==> src/design/cet_pkg.sv <==
/*
 * cet_pkg: constants and types shared by the execution state timing block.
 * Assumes the instruction decoder outside presents one instruction form
 * (or explicit cycle counts) per start request.
 */
package cet_pkg;

    // cycle kinds, in the order the core walks them
    localparam int NKIND      = 6;
    localparam int K_FETCH    = 0;
    localparam int K_BRANCH   = 1;
    localparam int K_STACK    = 2;
    localparam int K_BYTE     = 3;
    localparam int K_WORD     = 4;
    localparam int K_INTERNAL = 5;

    // widths
    localparam int CNT_W   = 3;   // per-kind cycle count
    localparam int LEN_W   = 2;   // states of one cycle
    localparam int TOTAL_W = 8;   // states of one instruction

    // states each cycle costs
    localparam logic [LEN_W-1:0] S_MEM       = 2'h2;
    localparam logic [LEN_W-1:0] S_PERI_FAST = 2'h2;
    localparam logic [LEN_W-1:0] S_PERI_SLOW = 2'h3;
    localparam logic [LEN_W-1:0] S_INTERNAL  = 2'h1;

    // values after reset
    localparam logic [TOTAL_W-1:0] TOTAL_RST = 8'h00;
    localparam logic [CNT_W-1:0]   CNT_RST   = 3'h0;
    localparam logic [NKIND-1:0]   KIND_RST  = 6'h00;

    // instruction forms; all but CET_FORM_CUSTOM have fixed cycle counts
    typedef enum logic [2:0] {
        CET_FORM_CUSTOM  = 3'h0,  // counts taken from the count inputs
        CET_FORM_REG_REG = 3'h1,
        CET_FORM_IMM16   = 3'h2,
        CET_FORM_IMM32   = 3'h3,
        CET_FORM_BRA8    = 3'h4,
        CET_FORM_BRA16   = 3'h5,
        CET_FORM_BIT_MEM = 3'h6,  // bit_set_op and kin on memory
        CET_FORM_SUB_JUMP = 3'h7  // subroutine_jump_op through a vector
    } cet_form_t;

    // cycle counts per form
    localparam logic [CNT_W-1:0] I_REG_REG = 3'h1;
    localparam logic [CNT_W-1:0] I_IMM16   = 3'h2;
    localparam logic [CNT_W-1:0] I_IMM32   = 3'h3;
    localparam logic [CNT_W-1:0] I_BRA     = 3'h2;
    localparam logic [CNT_W-1:0] N_BRA16   = 3'h2;
    localparam logic [CNT_W-1:0] I_BIT_MEM = 3'h2;
    localparam logic [CNT_W-1:0] L_BIT_MEM = 3'h2;
    localparam logic [CNT_W-1:0] I_SUB_JUMP = 3'h2;
    localparam logic [CNT_W-1:0] J_SUB_JUMP = 3'h1;
    localparam logic [CNT_W-1:0] K_SUB_JUMP = 3'h1;

    // sequencer states, one-hot
    typedef enum logic [1:0] {
        CET_IDLE = 2'b01,
        CET_RUN  = 2'b10
    } cet_state_t;

endpackage

==> src/design/cet_timer_if.sv <==
/*
 * cet_timer_if: link between the sequencer and its state timer.
 * Assumes both ends share clk and rstn of the top module.
 */
`timescale 1ns/1ps
interface cet_timer_if;
    logic                       load;   // start a cycle this clock
    logic [cet_pkg::LEN_W-1:0]  len;    // states of that cycle
    logic                       active; // a cycle is in progress
    logic                       last;   // final state of the cycle

    modport seq (output load, output len, input active, input last);
    modport tmr (input load, input len, output active, output last);
endinterface

==> src/design/cet_exec_timing.sv <==
/*
 * cet_exec_timing: sequences the states of one instruction through the
 * six cycle kinds and reports the total and the running count of states.
 * Assumes start is a one-cycle request made only while busy is low, and
 * that the peripheral wait class is known when the instruction starts.
 */
`timescale 1ns/1ps
module cet_exec_timing
(
    // clock and reset
    input  wire logic                           clk,
    input  wire logic                           rstn,
    // instruction request
    input  wire logic                           start,
    input  wire cet_pkg::cet_form_t             form,
    input  wire logic [cet_pkg::CNT_W-1:0]      cnt_fetch,
    input  wire logic [cet_pkg::CNT_W-1:0]      cnt_branch,
    input  wire logic [cet_pkg::CNT_W-1:0]      cnt_stack,
    input  wire logic [cet_pkg::CNT_W-1:0]      cnt_byte,
    input  wire logic [cet_pkg::CNT_W-1:0]      cnt_word,
    input  wire logic [cet_pkg::CNT_W-1:0]      cnt_internal,
    // data access target
    input  wire logic                           data_to_peri,
    input  wire logic                           peri_slow,
    // status
    output logic                                busy,
    output logic [cet_pkg::NKIND-1:0]           cycle_kind,
    output logic                                cycle_first,
    output logic                                done,
    output logic [cet_pkg::TOTAL_W-1:0]         total_states,
    output logic [cet_pkg::TOTAL_W-1:0]         states_elapsed
);

    cet_timer_if tif ();

    cet_pkg::cet_state_t                state_reg;
    cet_pkg::cet_state_t                state_next;
    logic [cet_pkg::CNT_W-1:0]          rem_reg [cet_pkg::NKIND];
    logic [cet_pkg::CNT_W-1:0]          req_cnt [cet_pkg::NKIND];
    logic [cet_pkg::LEN_W-1:0]          cost    [cet_pkg::NKIND];
    logic [cet_pkg::LEN_W-1:0]          data_cost;
    logic                               peri_reg;
    logic                               slow_reg;
    logic [2:0]                         sel;
    logic                               any_left;
    logic                               take;
    logic                               issue;
    logic                               finish;
    logic [cet_pkg::TOTAL_W-1:0]        req_total;

    ////////////////////////////////////////////////////////////////////////
    // cycle counts from the instruction form
    assign req_cnt[cet_pkg::K_FETCH] =
        (form == cet_pkg::CET_FORM_CUSTOM)  ? cnt_fetch     :
        (form == cet_pkg::CET_FORM_REG_REG) ? cet_pkg::I_REG_REG :
        (form == cet_pkg::CET_FORM_IMM16)   ? cet_pkg::I_IMM16   :
        (form == cet_pkg::CET_FORM_IMM32)   ? cet_pkg::I_IMM32   :
        (form == cet_pkg::CET_FORM_BIT_MEM) ? cet_pkg::I_BIT_MEM :
        (form == cet_pkg::CET_FORM_SUB_JUMP) ? cet_pkg::I_SUB_JUMP : cet_pkg::I_BRA;
    assign req_cnt[cet_pkg::K_BRANCH] =
        (form == cet_pkg::CET_FORM_CUSTOM)  ? cnt_branch :
        (form == cet_pkg::CET_FORM_SUB_JUMP) ? cet_pkg::J_SUB_JUMP : cet_pkg::CNT_RST;
    assign req_cnt[cet_pkg::K_STACK] =
        (form == cet_pkg::CET_FORM_CUSTOM)  ? cnt_stack :
        (form == cet_pkg::CET_FORM_SUB_JUMP) ? cet_pkg::K_SUB_JUMP : cet_pkg::CNT_RST;
    assign req_cnt[cet_pkg::K_BYTE] =
        (form == cet_pkg::CET_FORM_CUSTOM)  ? cnt_byte :
        (form == cet_pkg::CET_FORM_BIT_MEM) ? cet_pkg::L_BIT_MEM : cet_pkg::CNT_RST;
    assign req_cnt[cet_pkg::K_WORD] =
        (form == cet_pkg::CET_FORM_CUSTOM)  ? cnt_word : cet_pkg::CNT_RST;
    assign req_cnt[cet_pkg::K_INTERNAL] =
        (form == cet_pkg::CET_FORM_CUSTOM)  ? cnt_internal :
        (form == cet_pkg::CET_FORM_BRA16)   ? cet_pkg::N_BRA16 : cet_pkg::CNT_RST;

    ////////////////////////////////////////////////////////////////////////
    // states per cycle kind; peripheral class is latched with the request
    // so a change on the pins mid-instruction cannot skew the count
    assign data_cost = (data_to_peri && peri_slow) ? cet_pkg::S_PERI_SLOW :
                       data_to_peri                ? cet_pkg::S_PERI_FAST :
                                                     cet_pkg::S_MEM;
    assign cost[cet_pkg::K_FETCH]    = cet_pkg::S_MEM;
    assign cost[cet_pkg::K_BRANCH]   = cet_pkg::S_MEM;
    assign cost[cet_pkg::K_STACK]    = cet_pkg::S_MEM;
    assign cost[cet_pkg::K_BYTE]     = !peri_reg ? cet_pkg::S_MEM :
                                       slow_reg  ? cet_pkg::S_PERI_SLOW :
                                                   cet_pkg::S_PERI_FAST;
    assign cost[cet_pkg::K_WORD]     = cost[cet_pkg::K_BYTE];
    assign cost[cet_pkg::K_INTERNAL] = cet_pkg::S_INTERNAL;

    ////////////////////////////////////////////////////////////////////////
    // expected total: each count times the states of its kind; both factors are
    // widened first, since a product left at three bits would wrap past seven
    assign req_total =
          cet_pkg::TOTAL_W'(req_cnt[cet_pkg::K_FETCH])    * cet_pkg::TOTAL_W'(cet_pkg::S_MEM)
        + cet_pkg::TOTAL_W'(req_cnt[cet_pkg::K_BRANCH])   * cet_pkg::TOTAL_W'(cet_pkg::S_MEM)
        + cet_pkg::TOTAL_W'(req_cnt[cet_pkg::K_STACK])    * cet_pkg::TOTAL_W'(cet_pkg::S_MEM)
        + cet_pkg::TOTAL_W'(req_cnt[cet_pkg::K_BYTE])     * cet_pkg::TOTAL_W'(data_cost)
        + cet_pkg::TOTAL_W'(req_cnt[cet_pkg::K_WORD])     * cet_pkg::TOTAL_W'(data_cost)
        + cet_pkg::TOTAL_W'(req_cnt[cet_pkg::K_INTERNAL]) * cet_pkg::TOTAL_W'(cet_pkg::S_INTERNAL);

    ////////////////////////////////////////////////////////////////////////
    // next kind to run: lowest kind with cycles left
    // scanning from the top down leaves the lowest such kind in sel
    always_comb
    begin
        sel      = 3'h0;
        any_left = 1'b0;
        for (int k = cet_pkg::NKIND - 1; k >= 0; k--)
        begin
            if (rem_reg[k] != cet_pkg::CNT_RST)
            begin
                sel      = 3'(k);
                any_left = 1'b1;
            end
        end
    end

    ////////////////////////////////////////////////////////////////////////
    // sequencing decode
    assign take     = (state_reg == cet_pkg::CET_IDLE) && start;
    assign issue    = (state_reg == cet_pkg::CET_RUN) && any_left
                      && (!tif.active || tif.last);
    assign finish   = (state_reg == cet_pkg::CET_RUN) && !any_left
                      && (!tif.active || tif.last);
    assign tif.load = issue;
    assign tif.len  = cost[sel];

    always_comb
    begin
        state_next = state_reg;
        unique case (state_reg)
            cet_pkg::CET_IDLE: if (take)   state_next = cet_pkg::CET_RUN;
            cet_pkg::CET_RUN:  if (finish) state_next = cet_pkg::CET_IDLE;
            default:           state_next = cet_pkg::CET_IDLE;
        endcase
    end

    // the timer owns the state count of the cycle in flight
    cet_state_timer u_timer
    (
        .clk    (clk),
        .rstn   (rstn),
        .tif    (tif)
    );

    ////////////////////////////////////////////////////////////////////////
    // cycles left per kind: loaded on request, one off per issued cycle
    always_ff @(posedge clk)
    begin
        for (int k = 0; k < cet_pkg::NKIND; k++)
        begin
            if (!rstn)
                rem_reg[k] <= cet_pkg::CNT_RST;
            else if (take)
                rem_reg[k] <= req_cnt[k];
            else if (issue && (sel == 3'(k)))
                rem_reg[k] <= rem_reg[k] - cet_pkg::CNT_W'(1);
        end
    end

    ////////////////////////////////////////////////////////////////////////
    // sequencer state and latched access class
    always_ff @(posedge clk)
    begin
        if (!rstn)
        begin
            state_reg <= cet_pkg::CET_IDLE;
            peri_reg  <= 1'b0;
            slow_reg  <= 1'b0;
        end
        else
        begin
            state_reg <= state_next;
            if (take)
            begin
                peri_reg <= data_to_peri;
                slow_reg <= peri_slow;
            end
        end
    end

    ////////////////////////////////////////////////////////////////////////
    // registered status outputs
    // busy follows the next state, so it falls at the same edge as done rises
    always_ff @(posedge clk)
    begin
        if (!rstn)
        begin
            busy           <= 1'b0;
            cycle_kind     <= cet_pkg::KIND_RST;
            cycle_first    <= 1'b0;
            done           <= 1'b0;
            total_states   <= cet_pkg::TOTAL_RST;
            states_elapsed <= cet_pkg::TOTAL_RST;
        end
        else
        begin
            busy        <= (state_next == cet_pkg::CET_RUN);
            cycle_first <= issue;
            done        <= finish;
            if (take)
                total_states <= req_total;
            if (issue)
                cycle_kind <= cet_pkg::NKIND'(1) << sel;
            else if (tif.last || finish)
                cycle_kind <= cet_pkg::KIND_RST;
            if (take)
                states_elapsed <= cet_pkg::TOTAL_RST;
            else if (issue || tif.active && !tif.last)
                states_elapsed <= states_elapsed + cet_pkg::TOTAL_W'(1);
            else if (tif.last)
                states_elapsed <= states_elapsed;
        end
    end

endmodule // cet_exec_timing

==> src/design/cet_state_timer.sv <==
/*
 * cet_state_timer: counts the states of one bus or internal cycle.
 * Assumes a load arrives only when idle or in the final state.
 */
`timescale 1ns/1ps
module cet_state_timer
(
    // clock and reset
    input  wire logic   clk,
    input  wire logic   rstn,
    // sequencer side
    cet_timer_if.tmr    tif
);

    logic [cet_pkg::LEN_W-1:0] left_reg;
    logic [cet_pkg::LEN_W-1:0] left_next;

    ////////////////////////////////////////////////////////////////////////
    // status decode
    assign tif.active = (left_reg != '0);
    assign tif.last   = (left_reg == cet_pkg::LEN_W'(1));

    // a reload in the last state chains cycles with no idle gap
    assign left_next  = tif.load   ? tif.len :
                        tif.active ? left_reg - cet_pkg::LEN_W'(1) : left_reg;

    ////////////////////////////////////////////////////////////////////////
    // states left in the current cycle
    always_ff @(posedge clk)
    begin
        if (!rstn)
            left_reg <= '0;
        else
            left_reg <= left_next;
    end

endmodule // cet_state_timer

==> config.mk <==
export PLATFORM = sky130hd
export DESIGN_NAME = cet_exec_timing
export DESIGN_NICKNAME = d
export VERILOG_FILES = /design/src/design/cet_pkg.sv /design/src/design/cet_timer_if.sv /design/src/design/cet_exec_timing.sv /design/src/design/cet_state_timer.sv
export SDC_FILE = /design/constraint.sdc
export NUM_CORES = 1
export LEC_CHECK = 0
export ABC_CLOCK_PERIOD_IN_PS = 4100
export BUFFER_PORTS_ARGS = -buffer_cell sky130_fd_sc_hd__buf_2
export CORE_ASPECT_RATIO = 1.4
export CORE_MARGIN = 2
export CORE_UTILIZATION = 52
export DETAILED_ROUTE_END_ITERATION = 6
export PLACE_DENSITY_LB_ADDON = 0.15
export SETUP_SLACK_MARGIN = 0.05
export SYNTH_ARGS = -nofsm -noshare
export SYNTH_HDL_FRONTEND = slang
export SYNTH_SLANG_ARGS = --single-unit
==> constraint.sdc <==
create_clock -name clk -period 4.1 [get_ports clk]
set_input_delay 0 -clock clk [delete_from_list [all_inputs] [get_ports clk]]
set_output_delay 0 -clock clk [all_outputs]
set_load 0.02 [all_outputs]
==> metrics.cfg, run 1 <==
[setup_path]
crit_path_start_kind=input port
r2r_slack_ps=1640
cp_max_fo=7
r2r-start=u_timer.left_reg[0]
endpoint_kind=flop
critPathKind=input port to flop
cp_common_cell=fa_1
cp.arrival_ps=4090
crit_chain=buf_2, nor3_4, and2_4, nand3_1, fa_1, fa_1, inv_1, fa_1, inv_1, fa_1, inv_2, ha_4, o21a_1, o21ai_1, a21oi_1, or3_1, a32o_1
required_ps=4300
rr_worst_depth=7
r2r_end=rem_reg[5][0]
critPathSlowestCell=fa_1
max_stage_delay_ps=540

[logic_synthesis]
synthCells=347
synth-simple-area-share_pct=18.7
synth_top_family_by_area=adder cells
muxShareOfSynthArea_pct=0.308
netlist_area_mm2=0.00325
synth_compound_area_share_pct=15.8
async_flop_share_pct=0
yosysWarnings=0
synth_fa_ha_area_share_pct=20.0
syn_nets=416
synth-main-ff-cell=dfxtp_1
yosysSeqAreaShare_pct=35.1
ys_seq_elements=48
yosys.area_share.xor_xnor_pct=4.04
avgSynthCellArea_um2=9.37
synth_edf_count=18
synth_cell_types=52

[placement]
gp_congestion=0.815
dp_cells=474
dp_slack_ps=-250
io_buffer_count=49
place_hpwl_mm=5.58

[timing]
fin_crit_ps=3890
finalHoldViolCount=0
setup-violations-final=0
fin_skew_ps=11.0
fmaxAchievable_mhz=257
worst_slew_pin_slew_ps=736
rsz0062_at_grt=false
setup_ws_ps=215
fin_crit_sh_pct=94.8
slew_violations=0
maxSlewHeadroom_pct=50.9
holdWs_ps=35.7

[run]
cap_violations=0

[clock_tree]
cts-htree-levels=2
clk_path_buf_depth=2
clk_pin_slew_ps=90
tritoncts.num_buffers=5
cts_root_buf=clkbuf_8
hold_buffers=0
cts_tree=yes
cts.sinks=48
clk_latency_ps=300

[power]
vdd_drop_max_mv=0.171
p_leak_uw=0.00169
p_per_area_mw_per_mm2=429

[floorplanning]
start_util_pct=53.1
fp.coreArea_mm2=0.00613
num_rows=34
io_pins=51
dieArea_mm2=0.00691
die_w_um=70.8
fp.dieH_um=97.6

[layout]
syn2layout_area_growth_pct=18.4
num_antenna_cells=0
largest_reg_flops=18
final_nets=483
drive_gt1_share_pct=21.7
instances_no_fill=487

[detailed_routing]
via_per_inst=5.43
detailedRoute.firstPassIterationCount=4
ant_nets=0
wl_per_cell_um=14.2
routed_wl_mm=6.91
vias=2643
drc=0
drt_iter0_drc=117

[grt]
grtUsageTotal_pct=21.5
grt_pass1_vias=2698
grt_antenna_before_repair=0
grt_pass1_wl_mm=11.9
grt_max_degree=21
overflow=0

[hold_path]
min-delay-path-class=input port to flop
holdPathStages=2
min_to=state_reg[0]
hp-start=rstn

[outcome]
outcome=complete, no violations

==> kinds of logic after synthesis <==
logic type	Yosys count
flops	48
mux	1
simple gates	117
compound gates	72
xor+xnor	15
other cells	1
fa+ha+maj	43
buf+inv	50
==> worst max-delay path: cells and delay by family <==
family          cells  cell delay, ps
fa+ha+maj           5            2290
simple gates        4             930
compound gates      4             570
buf+inv             4             280
==> routing by layer <==
layer  part of all wire [%]  GRT usage [%]  wire (um)
met5                      0              0          0
met4                    2.1           7.26        148
met3                    3.9           3.11        272
met2                     52           38.9       3630
met1                     41           25.4       2860
==> Yosys cell counts (all sizes together) (6+ instances only) <==
master	number	area, um2
a21oi	10	50.1
nand2	45	171
nor2	15	56.3
inv	39	146
fa	15	300
dfxtp	30	601
a21boi	7	52.6
xnor2	13	114
edfxtp	18	541
and2	6	37.5
o2bb2ai	7	61.3
o21ai	16	80.1
nor2b	9	56.3
nand3	13	65.1
clkbuf	7	26.3
o22ai	10	62.6
ha	28	350
==> layout by cell type (no fill, tap or decap), types with 2 or more instances in the layout <==
cell,instances
nor2b_1,9
ha_1,27
dfxtp_1,30
nor3_1,4
o21a_1,2
a21boi_0,5
a21oi_1,10
inv_1,38
a21o_1,3
fa_1,15
xnor2_1,13
o21ai_1,3
xor2_1,2
clkbuf_8,5
nand2_2,2
o21ai_0,13
and3_1,2
nand4_1,5
o22ai_1,10
nand2_1,43
clkbuf_1,2
buf_2,49
edfxtp_1,18
buf_4,21
and2_1,4
a21boi_1,2
a22oi_1,2
nand2b_1,5
or3_1,4
o21bai_1,2
nand3_1,12
a22o_1,3
o2bb2ai_1,7
nand4bb_1,2
nor2_1,15
and2_4,2
==> how the worst max path moves through the flow <==
stage,slack (ps),end,start,cells past startpoint
2_1_floorplan,60,total_states[5],form[0],16
4_1_cts,60,total_states[5],form[0],17
6_report,210,total_states[5],form[2],17
3_3_place_gp,-210,total_states[5],form[0],17
5_1_grt,40,total_states[5],form[2],17
3_5_place_dp,-250,total_states[5],form[0],17
==> power by group <==
group          switching (uW)  leakage [uW]  internal, uW
registers                49.4      0.000438           582
clock network             155     0.0000524           183
logic                     409       0.00120           276
total                     613       0.00169          1040
==> final cells by class <==
type,count,area (um2)
Clock buffer,7,76.3
Clock inverter,1,30.0
Fill cell,566,2270
Inverter,39,146
Multi-Input combinational cell,249,1950
Sequential cell,48,1140
Tap cell,72,90.1
Timing Repair Buffer,71,414
==> through the flow <==
step	area [um2]	total power (uW)	setup TNS [ps]	util, %
6_report	3850	1650	0	62.9
3_3_place_gp	3680	1300	-393	60.0
5_1_grt	3850	1790	0	62.9
3_5_place_dp	3680	1310	-522	60.0
2_1_floorplan	3270	1140	0	-
4_1_cts	3780	1650	0	61.8
==> timing repair <==
action,in CTS,in global routing
setup endpoints to repair,0,4
buffers inserted,0,5
gates resized for setup,0,9
Note: power is estimated with default switching activity, not from simulation.
==> run 2: changes to the inputs <==
--- a/config.mk
+++ b/config.mk
@@ -7,9 +7,11 @@
 export LEC_CHECK = 0
 export ABC_CLOCK_PERIOD_IN_PS = 4100
 export BUFFER_PORTS_ARGS = -buffer_cell sky130_fd_sc_hd__buf_2
+export CELL_PAD_IN_SITES_DETAIL_PLACEMENT = 1
+export CELL_PAD_IN_SITES_GLOBAL_PLACEMENT = 1
 export CORE_ASPECT_RATIO = 1.4
 export CORE_MARGIN = 2
-export CORE_UTILIZATION = 52
+export CORE_UTILIZATION = 39
 export DETAILED_ROUTE_END_ITERATION = 6
 export PLACE_DENSITY_LB_ADDON = 0.15
 export SETUP_SLACK_MARGIN = 0.05
==> run 2 against run 1 <==
Against the previous run: utilization decreased by 14 points; combinational power increased by 1%; design area increased by 2.7%; largest cell class unchanged; via count increased by 1.5%; total power increased by 10%; worst setup slack improved by 18 ps; clock power increased by 46%; fmax increased by 0.47%; clock-buffer cell count decreased by 1; sequential power about the same; routed wire length increased by 18%; flip-flop and latch count unchanged.
==> metrics.cfg, run 2 (synthesized netlist as in run 1, its figures left out) <==
[outcome]
outcome=complete, no violations

[setup_path]
required_ps=4290
cp.arrival_ps=4060
crit_chain=clkbuf_4, nor3_4, buf_6, nand2_2, fa_1, fa_1, inv_1, fa_1, inv_2, fa_1, inv_2, ha_4, o21a_1, o21ai_2, a21oi_2, or3_1, a32o_1
endpoint_kind=flop
crit_path_start_kind=input port
rr_worst_depth=7
r2r-start=u_timer.left_reg[0]
cp_max_fo=7
critPathSlowestCell=fa_1
critPathKind=input port to flop
r2r_end=rem_reg[5][2]
cp_common_cell=fa_1
r2r_slack_ps=1660
max_stage_delay_ps=560

[clock_tree]
clk_latency_ps=300
cts-htree-levels=2
cts_tree=yes
clk_path_buf_depth=2
cts.sinks=48
tritoncts.num_buffers=5
clk_pin_slew_ps=70
cts_root_buf=clkbuf_16
hold_buffers=0

[placement]
gp_congestion=0.855
place_hpwl_mm=6.73
io_buffer_count=49

[detailed_routing]
via_per_inst=5.22
ant_nets=0
vias=2683
routed_wl_mm=8.15
wl_per_cell_um=15.9
detailedRoute.firstPassIterationCount=4
drc=0
drt_iter0_drc=54

[power]
vdd_drop_max_mv=0.251
comb_power_share_pct=38.1
switching_share_pct=36.2
p_int_uw=1160
p_per_area_mw_per_mm2=460
seq_power_share_pct=34.8
p_leak_uw=0.00171
p_switching_uw=659
p_clk_share_pct=27.1
power.total_uw=1820

[grt]
grtUsageTotal_pct=19.7
grt_util_met2_pct=36.3
use_met1_pct=22.3
grt_max_degree=21
grt_pass1_vias=2901
overflow=0
grt-busiest-layer=met2
grt_use_met3_pct=3.46
grt_pass1_wl_mm=13.8
grt_antenna_before_repair=0

[timing]
slew_violations=0
worst_slew_pin_slew_ps=780
holdWs_ps=45.4
setup-violations-final=0
fin_skew_ps=7.92
fin_crit_sh_pct=94.3
rsz0062_at_grt=false
fmaxAchievable_mhz=259
finalHoldViolCount=0
fin_crit_ps=3870
maxSlewHeadroom_pct=48.0

[hold_path]
holdPathStages=2
hp-start=rstn
min-delay-path-class=input port to flop
min_to=state_reg[0]

[layout]
largest_reg_flops=18
num_antenna_cells=0
final_cell_mix=buf_2 (48), nand2_1 (42), inv_1 (37)
final_nets=480
syn2layout_area_growth_pct=21.6
final_common_cell=buf_2
drive_gt1_share_pct=22.8

[floorplanning]
fp.coreArea_mm2=0.00815
fp.dieH_um=112
num_rows=39
io_pins=51
die_w_um=81.2
dieArea_mm2=0.00910
start_util_pct=39.9

[run]
cap_violations=0

run 2: how the worst max path moves through the flow:
stage	start	end	cells past startpoint
4_1_cts	form[1]	total_states[5]	17
6_report	form[1]	total_states[5]	17
5_1_grt	form[1]	total_states[5]	17
2_1_floorplan	form[0]	total_states[5]	16
3_3_place_gp	form[1]	total_states[5]	17
3_5_place_dp	form[1]	total_states[5]	17
run 2: final cells by class:
type / instances / area [um2]
sequential: 48 / 1140
clock buffer: 6 / 139
tap: 102 / 128
timing repair buffer: 68 / 394
inverter: 39 / 146
fill: 957 / 4190
clock inverter: 2 / 38.8
multi-input combinational: 249 / 1970
run 2: worst max-delay path, delay by kind of cell:
kind / cells / cell delay [ps]
compound gates: 4 / 620
fa+ha+maj: 5 / 2290
buf+inv: 5 / 440
simple gates: 3 / 700
run 2: what timing repair did:
action | CTS | global route
buffers inserted | 0 | 3
endpoints found under the setup margin | 0 | 3
gates resized for setup | 0 | 14
run 2: stage by stage:
step	area, um2	util (%)	setup TNS, ps	cells	setup WS, ps
after floorplan	3270	-	0	347	59.3
after global placement	3710	45.5	-198	503	-146
after detailed placement	3710	45.5	-438	503	-244
after CTS	3890	47.7	0	511	79.0
after global routing	3960	48.5	0	514	35.4
final	3960	48.5	0	514	233
run 2: per-layer routing:
layer  part of all wire [%]  routed length, um
met1                     40               3250
met2                     55               4490
met3                    3.1                252
met4                    1.9                158
met5                      0                  0
run 2: power by group through the flow:
stage	Sequential (uW)	Combinational, uW	Clock (uW)
after floorplan	662	479	0
after global placement	640	675	0
after detailed placement	646	690	0
after CTS	636	695	506
after global routing	647	786	522
final	634	694	493
